## src/hw/dlc_pkg.sv

```systemverilog
// Package: shared constants of the descriptor list DMA channel.
// Assumes a single sys_clk domain and little-endian 32-bit memory words.
package dlc_pkg;
    localparam int          ADDR_W        = 32;
    localparam int          DATA_W        = 32;
    localparam int          DESC_BYTES    = 16;
    localparam int          DESC_WORDS    = 4;
    localparam int          ALIGN_BITS    = 4;
    localparam int          STAT_W        = 8;
    localparam logic [31:0] DESC_STEP     = 32'h0000_0010;
    localparam logic [1:0]  WORD_CNT_LAST = 2'h3;
    localparam logic [1:0]  WORD_CNT_ZERO = 2'h0;
    // Command codes, bits 31:28 of word 0
    localparam logic [3:0]  CMD_OUTPUT    = 4'h0;
    localparam logic [3:0]  CMD_INPUT     = 4'h1;
    localparam logic [3:0]  CMD_NOP       = 4'h2;
    localparam logic [3:0]  CMD_STOP      = 4'h3;
    // Word 0 field positions
    localparam int          CMD_LSB       = 28;
    localparam int          IRQ_BIT       = 27;
    localparam int          BR_EN_BIT     = 26;
    localparam int          WAIT_EN_BIT   = 25;
    localparam int          LEN_MSB       = 15;
    // Word 1: bits 23:16 mask, 7:0 value for branch; 31:24 mask, 15:8 value for wait
    localparam int          BR_MASK_LSB   = 16;
    localparam int          WT_MASK_LSB   = 24;
    localparam int          WT_VAL_LSB    = 8;
    localparam logic [31:0] ZERO_WORD     = 32'h0000_0000;
    localparam logic [15:0] ZERO_LEN      = 16'h0000;
endpackage : dlc_pkg

```

## src/hw/dlc_link_if.sv

```systemverilog
// Interface: memory port between the channel and the host memory side.
// Assumes one clock; a request is taken when req and ack meet.
`timescale 1ns/1ps
interface dlc_link_if;
    logic        req;
    logic        wr;
    logic [31:0] addr;
    logic [31:0] wdata;
    logic        ack;
    logic [31:0] rdata;
    logic [7:0]  ext_status;

    modport channel (
        output req,
        output wr,
        output addr,
        output wdata,
        input  ack,
        input  rdata,
        input  ext_status
    );
    modport memory (
        input  req,
        input  wr,
        input  addr,
        input  wdata,
        output ack,
        output rdata,
        output ext_status
    );
endinterface : dlc_link_if

```

## src/hw/dlc_channel.sv

```systemverilog
// Channel end: fetches 16-byte descriptors, moves data, waits, branches.
// Assumes the memory end answers each req with a one-cycle ack.
//
// What this block does
// - Descriptors are exactly sixteen bytes
// - At most one interrupt per operation
// - Lists and status live in host memory
// - Entries run in order unless branched
// - Branch on transfer or on nop
// - One channel instance per data stream
// - Optional event channel reports others' events
// - Conditional wait on status bits
// - Outside party drives external status bits
// - Input, output, nop may branch conditionally
// - Lowest address byte is least significant
// - Reserved fields written as zero
// - Reserved fields ignored when read
// - Alignment bits of pointers are reserved
// - Next pointer taken as 16-byte aligned
// - Simple target executing host commands
`timescale 1ns/1ps
module dlc_channel #(
    parameter int EVENT_CHANNEL = 0
) (
    input  wire logic                sys_clk,
    input  wire logic                rst_b,
    dlc_link_if.channel              link,
    input  wire logic                run,
    input  wire logic [31:0]         next_descriptor_pointer,
    input  wire logic                load_pointer,
    input  wire logic [7:0]          event_in,
    output logic                     active,
    output logic                     irq,
    output logic [31:0]              descriptor_list_pointer,
    output logic [7:0]               status
);
    ////////////////////////////////////////////////////////////////////
    typedef enum logic [2:0] {
        ST_IDLE  = 3'b000,
        ST_FETCH = 3'b001,
        ST_WAIT  = 3'b010,
        ST_MOVE  = 3'b011,
        ST_STAT  = 3'b100,
        ST_NEXT  = 3'b101
    } state_e;

    typedef struct packed {
        state_e      st;
        logic [1:0]  wcnt;
        logic [31:0] w0;
        logic [31:0] w1;
        logic [31:0] w2;
        logic [31:0] w3;
        logic [31:0] ptr;
        logic [15:0] left;
        logic [31:0] daddr;
        logic        req;
        logic        wr;
        logic [31:0] addr;
        logic [31:0] wdata;
        logic        irq;
        logic        irq_done;
        logic [7:0]  status;
    } chan_s;

    chan_s cur_ff;
    chan_s nxt_ff;

    logic [3:0]  cmd;
    logic [7:0]  live_status;
    logic        wait_hit;
    logic        br_hit;
    logic        last_beat;

    assign live_status = cur_ff.status | link.ext_status
                         | (EVENT_CHANNEL != 0 ? event_in : 8'h00);
    assign cmd = cur_ff.w0[dlc_pkg::CMD_LSB +: 4];
    assign wait_hit = cur_ff.w0[dlc_pkg::WAIT_EN_BIT]
        && ((live_status & cur_ff.w1[dlc_pkg::WT_MASK_LSB +: 8])
            != cur_ff.w1[dlc_pkg::WT_VAL_LSB +: 8]);
    assign br_hit = cur_ff.w0[dlc_pkg::BR_EN_BIT]
        && ((live_status & cur_ff.w1[dlc_pkg::BR_MASK_LSB +: 8])
            == (cur_ff.w1[7:0] & cur_ff.w1[dlc_pkg::BR_MASK_LSB +: 8]));
    assign last_beat = (cur_ff.left <= 16'h0004);

    ////////////////////////////////////////////////////////////////////
    always_comb begin
        nxt_ff = cur_ff;
        nxt_ff.irq = 1'b0;
        unique case (cur_ff.st)
            ST_IDLE: begin
                nxt_ff.req = 1'b0;
                if (load_pointer) begin
                    nxt_ff.ptr = {next_descriptor_pointer[31:4], 4'h0};
                end
                if (run) begin
                    nxt_ff.st       = ST_FETCH;
                    nxt_ff.wcnt     = dlc_pkg::WORD_CNT_ZERO;
                    nxt_ff.irq_done = 1'b0;
                    nxt_ff.req      = 1'b1;
                    nxt_ff.wr       = 1'b0;
                    nxt_ff.addr     = nxt_ff.ptr;
                end
            end
            ST_FETCH: begin
                if (link.ack) begin
                    unique case (cur_ff.wcnt)
                        2'h0: nxt_ff.w0 = link.rdata;
                        2'h1: nxt_ff.w1 = link.rdata;
                        2'h2: nxt_ff.w2 = link.rdata;
                        2'h3: nxt_ff.w3 = link.rdata;
                    endcase
                    nxt_ff.wcnt = cur_ff.wcnt + 2'h1;
                    nxt_ff.addr = cur_ff.addr + 32'h0000_0004;
                    if (cur_ff.wcnt == dlc_pkg::WORD_CNT_LAST) begin
                        nxt_ff.req = 1'b0;
                        nxt_ff.st  = ST_WAIT;
                    end
                end
            end
            ST_WAIT: begin
                if (!run) begin
                    nxt_ff.st = ST_IDLE;
                end else if (!wait_hit) begin
                    nxt_ff.daddr = {cur_ff.w2[31:2], 2'h0};
                    nxt_ff.left  = cur_ff.w0[dlc_pkg::LEN_MSB:0];
                    if (cmd == dlc_pkg::CMD_STOP) begin
                        nxt_ff.st = ST_IDLE;
                    end else if ((cmd == dlc_pkg::CMD_NOP)
                                 || (cur_ff.w0[15:0]
                                     == dlc_pkg::ZERO_LEN)) begin
                        nxt_ff.st = ST_STAT;
                    end else begin
                        nxt_ff.st    = ST_MOVE;
                        nxt_ff.req   = 1'b1;
                        nxt_ff.wr    = (cmd == dlc_pkg::CMD_INPUT);
                        nxt_ff.addr  = {cur_ff.w2[31:2], 2'h0};
                        nxt_ff.wdata = cur_ff.w3;
                    end
                end
            end
            ST_MOVE: begin
                if (link.ack) begin
                    nxt_ff.addr = cur_ff.addr + 32'h0000_0004;
                    nxt_ff.left = last_beat ? dlc_pkg::ZERO_LEN
                                            : cur_ff.left - 16'h0004;
                    if (last_beat) begin
                        nxt_ff.req = 1'b0;
                        nxt_ff.st  = ST_STAT;
                    end
                end
            end
            ST_STAT: begin
                if (!cur_ff.req) begin
                    nxt_ff.req   = 1'b1;
                    nxt_ff.wr    = 1'b1;
                    nxt_ff.addr  = cur_ff.ptr + 32'h0000_000C;
                    nxt_ff.wdata = {24'h00_0000, live_status};
                end else if (link.ack) begin
                    nxt_ff.req = 1'b0;
                    nxt_ff.st  = ST_NEXT;
                end
            end
            ST_NEXT: begin
                if (cur_ff.w0[dlc_pkg::IRQ_BIT] && !cur_ff.irq_done) begin
                    nxt_ff.irq      = 1'b1;
                    nxt_ff.irq_done = 1'b1;
                end
                if (br_hit && (cmd != dlc_pkg::CMD_STOP)) begin
                    nxt_ff.ptr = {cur_ff.w3[31:4], 4'h0};
                end else begin
                    nxt_ff.ptr = cur_ff.ptr + dlc_pkg::DESC_STEP;
                end
                nxt_ff.st   = run ? ST_FETCH : ST_IDLE;
                nxt_ff.wcnt = dlc_pkg::WORD_CNT_ZERO;
                nxt_ff.req  = run;
                nxt_ff.wr   = 1'b0;
                nxt_ff.addr = nxt_ff.ptr;
            end
            default: nxt_ff.st = ST_IDLE;
        endcase
        nxt_ff.status = {6'h00, (nxt_ff.st != ST_IDLE), run};
    end

    always_ff @(posedge sys_clk or negedge rst_b) begin
        if (!rst_b) begin
            cur_ff <= '0;
        end else begin
            cur_ff <= nxt_ff;
        end
    end

    ////////////////////////////////////////////////////////////////////
    assign link.req              = cur_ff.req;
    assign link.wr               = cur_ff.wr;
    assign link.addr             = cur_ff.addr;
    assign link.wdata            = cur_ff.wdata;
    assign active                = cur_ff.status[1];
    assign irq                   = cur_ff.irq;
    assign descriptor_list_pointer = cur_ff.ptr;
    assign status                = cur_ff.status;
endmodule : dlc_channel

```

## src/flat_wrapper.sv

```systemverilog
// flat-port wrapper written by rule: the top's interface ports become plain ports
module dlc_channel_flat 
#(
    parameter int EVENT_CHANNEL = 0
)
  (sys_clk, rst_b, run, next_descriptor_pointer, load_pointer, event_in, active, irq, descriptor_list_pointer, status, link_req, link_wr, link_addr, link_wdata, link_ack, link_rdata, link_ext_status);
  dlc_link_if link_i ();
  input  wire logic sys_clk;
  input  wire logic rst_b;
  input  wire logic run;
  input  wire logic [31:0] next_descriptor_pointer;
  input  wire logic load_pointer;
  input  wire logic [7:0] event_in;
  output logic active;
  output logic irq;
  output logic [31:0] descriptor_list_pointer;
  output logic [7:0] status;
  output wire logic [$bits(link_i.req)-1:0] link_req;
  output wire logic [$bits(link_i.wr)-1:0] link_wr;
  output wire logic [$bits(link_i.addr)-1:0] link_addr;
  output wire logic [$bits(link_i.wdata)-1:0] link_wdata;
  input wire logic [$bits(link_i.ack)-1:0] link_ack;
  input wire logic [$bits(link_i.rdata)-1:0] link_rdata;
  input wire logic [$bits(link_i.ext_status)-1:0] link_ext_status;
  assign link_req = link_i.req;
  assign link_wr = link_i.wr;
  assign link_addr = link_i.addr;
  assign link_wdata = link_i.wdata;
  assign link_i.ack = link_ack;
  assign link_i.rdata = link_rdata;
  assign link_i.ext_status = link_ext_status;
  dlc_channel #(.EVENT_CHANNEL(EVENT_CHANNEL)) u_core (.sys_clk(sys_clk), .rst_b(rst_b), .link(link_i), .run(run), .next_descriptor_pointer(next_descriptor_pointer), .load_pointer(load_pointer), .event_in(event_in), .active(active), .irq(irq), .descriptor_list_pointer(descriptor_list_pointer), .status(status));
endmodule
```

## config.mk

```make
export PLATFORM = sky130hd
export DESIGN_NAME = dlc_channel_flat
export DESIGN_NICKNAME = d
export VERILOG_FILES = /design/src/hw/dlc_pkg.sv /design/src/hw/dlc_link_if.sv /design/src/hw/dlc_channel.sv /design/src/flat_wrapper.sv
export SDC_FILE = /design/constraint.sdc
export NUM_CORES = 1
export LEC_CHECK = 0
export BUFFER_PORTS_ARGS = -buffer_cell sky130_fd_sc_hd__buf_2
export CORE_ASPECT_RATIO = 0.5
export CORE_MARGIN = 2
export CORE_UTILIZATION = 25
export CTS_CLUSTER_DIAMETER = 60
export DETAILED_ROUTE_END_ITERATION = 10
export PLACE_DENSITY_LB_ADDON = 0.1
export SETUP_SLACK_MARGIN = 0.5
export SYNTH_ARGS = -nofsm -noshare
export SYNTH_HDL_FRONTEND = slang
export SYNTH_SLANG_ARGS = --single-unit
```

## constraint.sdc

```tcl
create_clock -name sys_clk -period 4.8 [get_ports sys_clk]
set_input_delay 1.44 -clock sys_clk [delete_from_list [all_inputs] [get_ports sys_clk]]
set_output_delay 1.44 -clock sys_clk [all_outputs]
set_load 0.1 [all_outputs]
```

==> results.json <==
{
  "cts.clk_slew.worst_paths_ps": 60,
  "insertion_delay_ps": 600,
  "crit_type": "primary input to flop",
  "synthArstFlopShare": 1.00,
  "cts_sinks": 240,
  "period_share": 0.837,
  "drc": 0,
  "start_util": 0.253,
  "synth_compound_area_frac": 0.174,
  "drive_above_1_share": 0.255,
  "first_global_vias": 11800,
  "min_period_ps": 4020,
  "htree_levels": 1,
  "dr_wl_met2_mm": 26.3,
  "fmax_ghz": 0.249,
  "min_path_type": "flop to flop",
  "max_cap_violations": 0,
  "core-area_sq_um": 55500,
  "cts_buffers": 29,
  "drt_iter0_drc": 1136,
  "relSlewSlack": 0.150,
  "vias": 11800,
  "peakVddDrop_mv": 0.278,
  "drt-total-wl_mm": 57.1,
  "grt_pass1_wl_mm": 83.9,
  "dieArea_sq_um": 58100,
  "via_per_inst": 5.13,
  "synth_top_area_frac": 0.428,
  "critPathLaunchType": "primary input",
  "firstDrtPassIters": 5,
  "cts_tree": "yes",
  "yosys.area_share.simple": 0.146,
  "dpl_cell_area_sq_um": 15000,
  "cts_setup_buffers": 0,
  "pin_count": 193,
  "synth_xor_area_frac": 0.0394,
  "setup_tns_ps": 0,
  "synthAdderAreaFrac": 0.00803,
  "cts_resized": 0,
  "clockBufferDepth": 3,
  "required_ps": 5240,
  "run_status": "finished clean",
  "grt_max_degree": 86,
  "wl_met3_mm": 2.78,
  "synth_mux_area_frac": 0.113,
  "fin_worst_skew_ps": 22.9,
  "p_leak_nw": 6.81,
  "ys_seq_elements": 240,
  "antenna_found_initial": 16,
  "endpoint_kind": "flop",
  "drt-met1-wl_mm": 26.9,
  "worstPathArrival_ps": 4460,
  "worstMarginPinSlew_ps": 1270,
  "wire_per_inst_microns": 24.8,
  "synth_cell_type_count": 75,
  "rows": 61,
  "synthToLayoutAreaGrowth_pct": 13.5,
  "yosysTopAreaCell": "dfrtp_1",
  "clockRootBuffer": "clkbuf_16",
  "nNetsFinal": 1625,
  "grt_overflow": 0,
  "setup_viol": 0,
  "cts_hold_buf": 0,
  "finalHoldViolations": 0,
  "io_buffers": 174,
  "die_y_microns": 171,
  "synth-edff-count": 0,
  "die_w_microns": 339,
  "powerDensity_nw_per_um2": 801,
  "stdcell_area_sq_um": 15900,
  "rsz0062_at_grt": "no",
  "synth.cell_area_sq_um": 14000,
  "critPathMaxFanout": 9,
  "synth_top_family_by_area": "compound AO/OA/AOI/OAI gates",
  "gp_congestion": 0.894,
  "synth_area_per_cell_sq_um": 9.45,
  "synth-main-ff-cell": "dfrtp_1",
  "dpl.hpwl_mm": 42.8,
  "synth_warnings": 0,
  "grtUsageTotal": 0.195,
  "ys_seq_area_frac": 0.428,
  "syn_inst": 1484,
  "maxSlewViolCount": 0,
  "ys_top_cells_by_area": "dfrtp_1 (43%), mux2_2 (9.5%), buf_4 (5.8%)",
  "ant_nets": 0,
  "highest_layer": "met5"
}
## critical path: stages
cell and delay, ps:
buf_2 130, or3_1 370, and3_4 190, a2111o_1 560, o31ai_1 730, a21oi_1 150
a2111oi_0 720, o21ai_0 170
## layout by cell type, fill, tap and decap left out, types with 5 or more instances in the layout
cell type / Yosys / layout
dfrtp_1: 240 / 240
buf_2: 20 / 173
nand2_1: 161 / 159
o21ai_0: 128 / 128
mux2_2: 118 / 118
nor2_1: 83 / 82
a21oi_1: 79 / 79
buf_4: 108 / 38
xnor2_1: 35 / 35
nand3_1: 32 / 32
clkbuf_16: 0 / 29
xor2_1: 28 / 28
nand4_1: 27 / 27
nor3_1: 29 / 27
mux2i_1: 25 / 25
nor4_1: 19 / 19
inv_1: 16 / 16
a22o_1: 16 / 16
a22oi_1: 16 / 16
a31oi_1: 16 / 16
o21ai_1: 16 / 15
and3_1: 14 / 14
o211ai_1: 14 / 14
a221oi_1: 14 / 14
or3_1: 13 / 13
a21o_1: 13 / 13
o22ai_1: 12 / 12
ha_1: 9 / 9
nor2b_1: 8 / 8
and2_1: 8 / 8
o31ai_1: 8 / 8
conb_1: 1 / 6
o31a_1: 5 / 5
o221ai_1: 5 / 5
and4_1: 5 / 5
## per-layer routing
metal  vias up  GRT usage
met4         2     0.0417
met1      6030      0.276
met5         -          0
met3        71     0.0263
li1       5363          -
met2       361      0.318
## Yosys cell counts (27+ instances only)
cell	number
a21oi_1	79
buf_4	108
clkbuf_1	57
dfrtp_1	240
mux2_2	118
nand2_1	161
nand3_1	32
nand4_1	27
nor2_1	83
nor3_1	29
o21ai_0	128
xnor2_1	35
xor2_1	28
## state kept, by name, indices dropped and copies added (netlist names)
signal / cells
u_core.cmd: 4
u_core.cur_ff: 135
u_core.descriptor_list_pointer: 32
u_core.status: 2
u_core.irq: 1
u_core.link.wr: 1
u_core.link.wdata: 32
u_core.link.addr: 32
u_core.link.req: 1
## stage by stage
step | total power (W) | setup slack [ps] | std cells | util | hold WS (ps)
after global routing | 0.0134 | 871 | 2304 | 0.287 | 512
after CTS | 0.0128 | 862 | 2304 | 0.287 | 483
after detailed placement | 0.0106 | 234 | 2256 | 0.270 | 469
after floorplan | 0.00930 | 1410 | 1489 | - | 424
final | 0.0127 | 782 | 2306 | 0.287 | 475
after global placement | 0.0105 | 231 | 2256 | 0.270 | 466
## final timing paths
check / startpoint / to / slack [ps] / cells past startpoint
setup / recovery: link_ext_status[0] / u_core.link.addr[24]$_DFFE_PN0P_ / 780 / 8
setup reg to reg: u_core.status[0]$_DFF_PN0_ / u_core.link.addr[24]$_DFFE_PN0P_ / 1330 / 7
hold reg to reg: u_core.link.wdata[28]$_DFFE_PN0P_ / u_core.link.wdata[28]$_DFFE_PN0P_ / 470 / 2
max in group asynchronous: rst_b / u_core.cur_ff[255]$_DFFE_PN0P_ / 2910 / 2
min in group asynchronous: rst_b / u_core.link.wdata[5]$_DFFE_PN0P_ / 850 / 1
hold / removal: u_core.link.wdata[28]$_DFFE_PN0P_ / u_core.link.wdata[28]$_DFFE_PN0P_ / 470 / 2
## logic make-up after synthesis
kind of cell,count (synthesis)
flip-flops,240
AO/OA/AOI/OAI,382
AND/OR/NAND/NOR,426
other,1
buffers and inverters,220
adder cells (fa/ha/maj),9
multiplexers,143
XOR/XNOR,63
## final cells by class
cell class,count,area (sq um)
diodes,2,5.00
clock buffers,36,782
clock inverters,12,138
fillers,5897,39600
inverters,17,63.8
multi-input cells,1029,6770
flip-flops and latches,240,6010
well taps,756,946
repair buffers,214,1210
## report_power, final
part | internal, W | total [W] | switching [W]
clock | 0.00122 | 0.00220 | 0.000974
sequential | 0.00293 | 0.00413 | 0.00120
combinational | 0.00173 | 0.00642 | 0.00469
(Power assumes the default switching activity.)
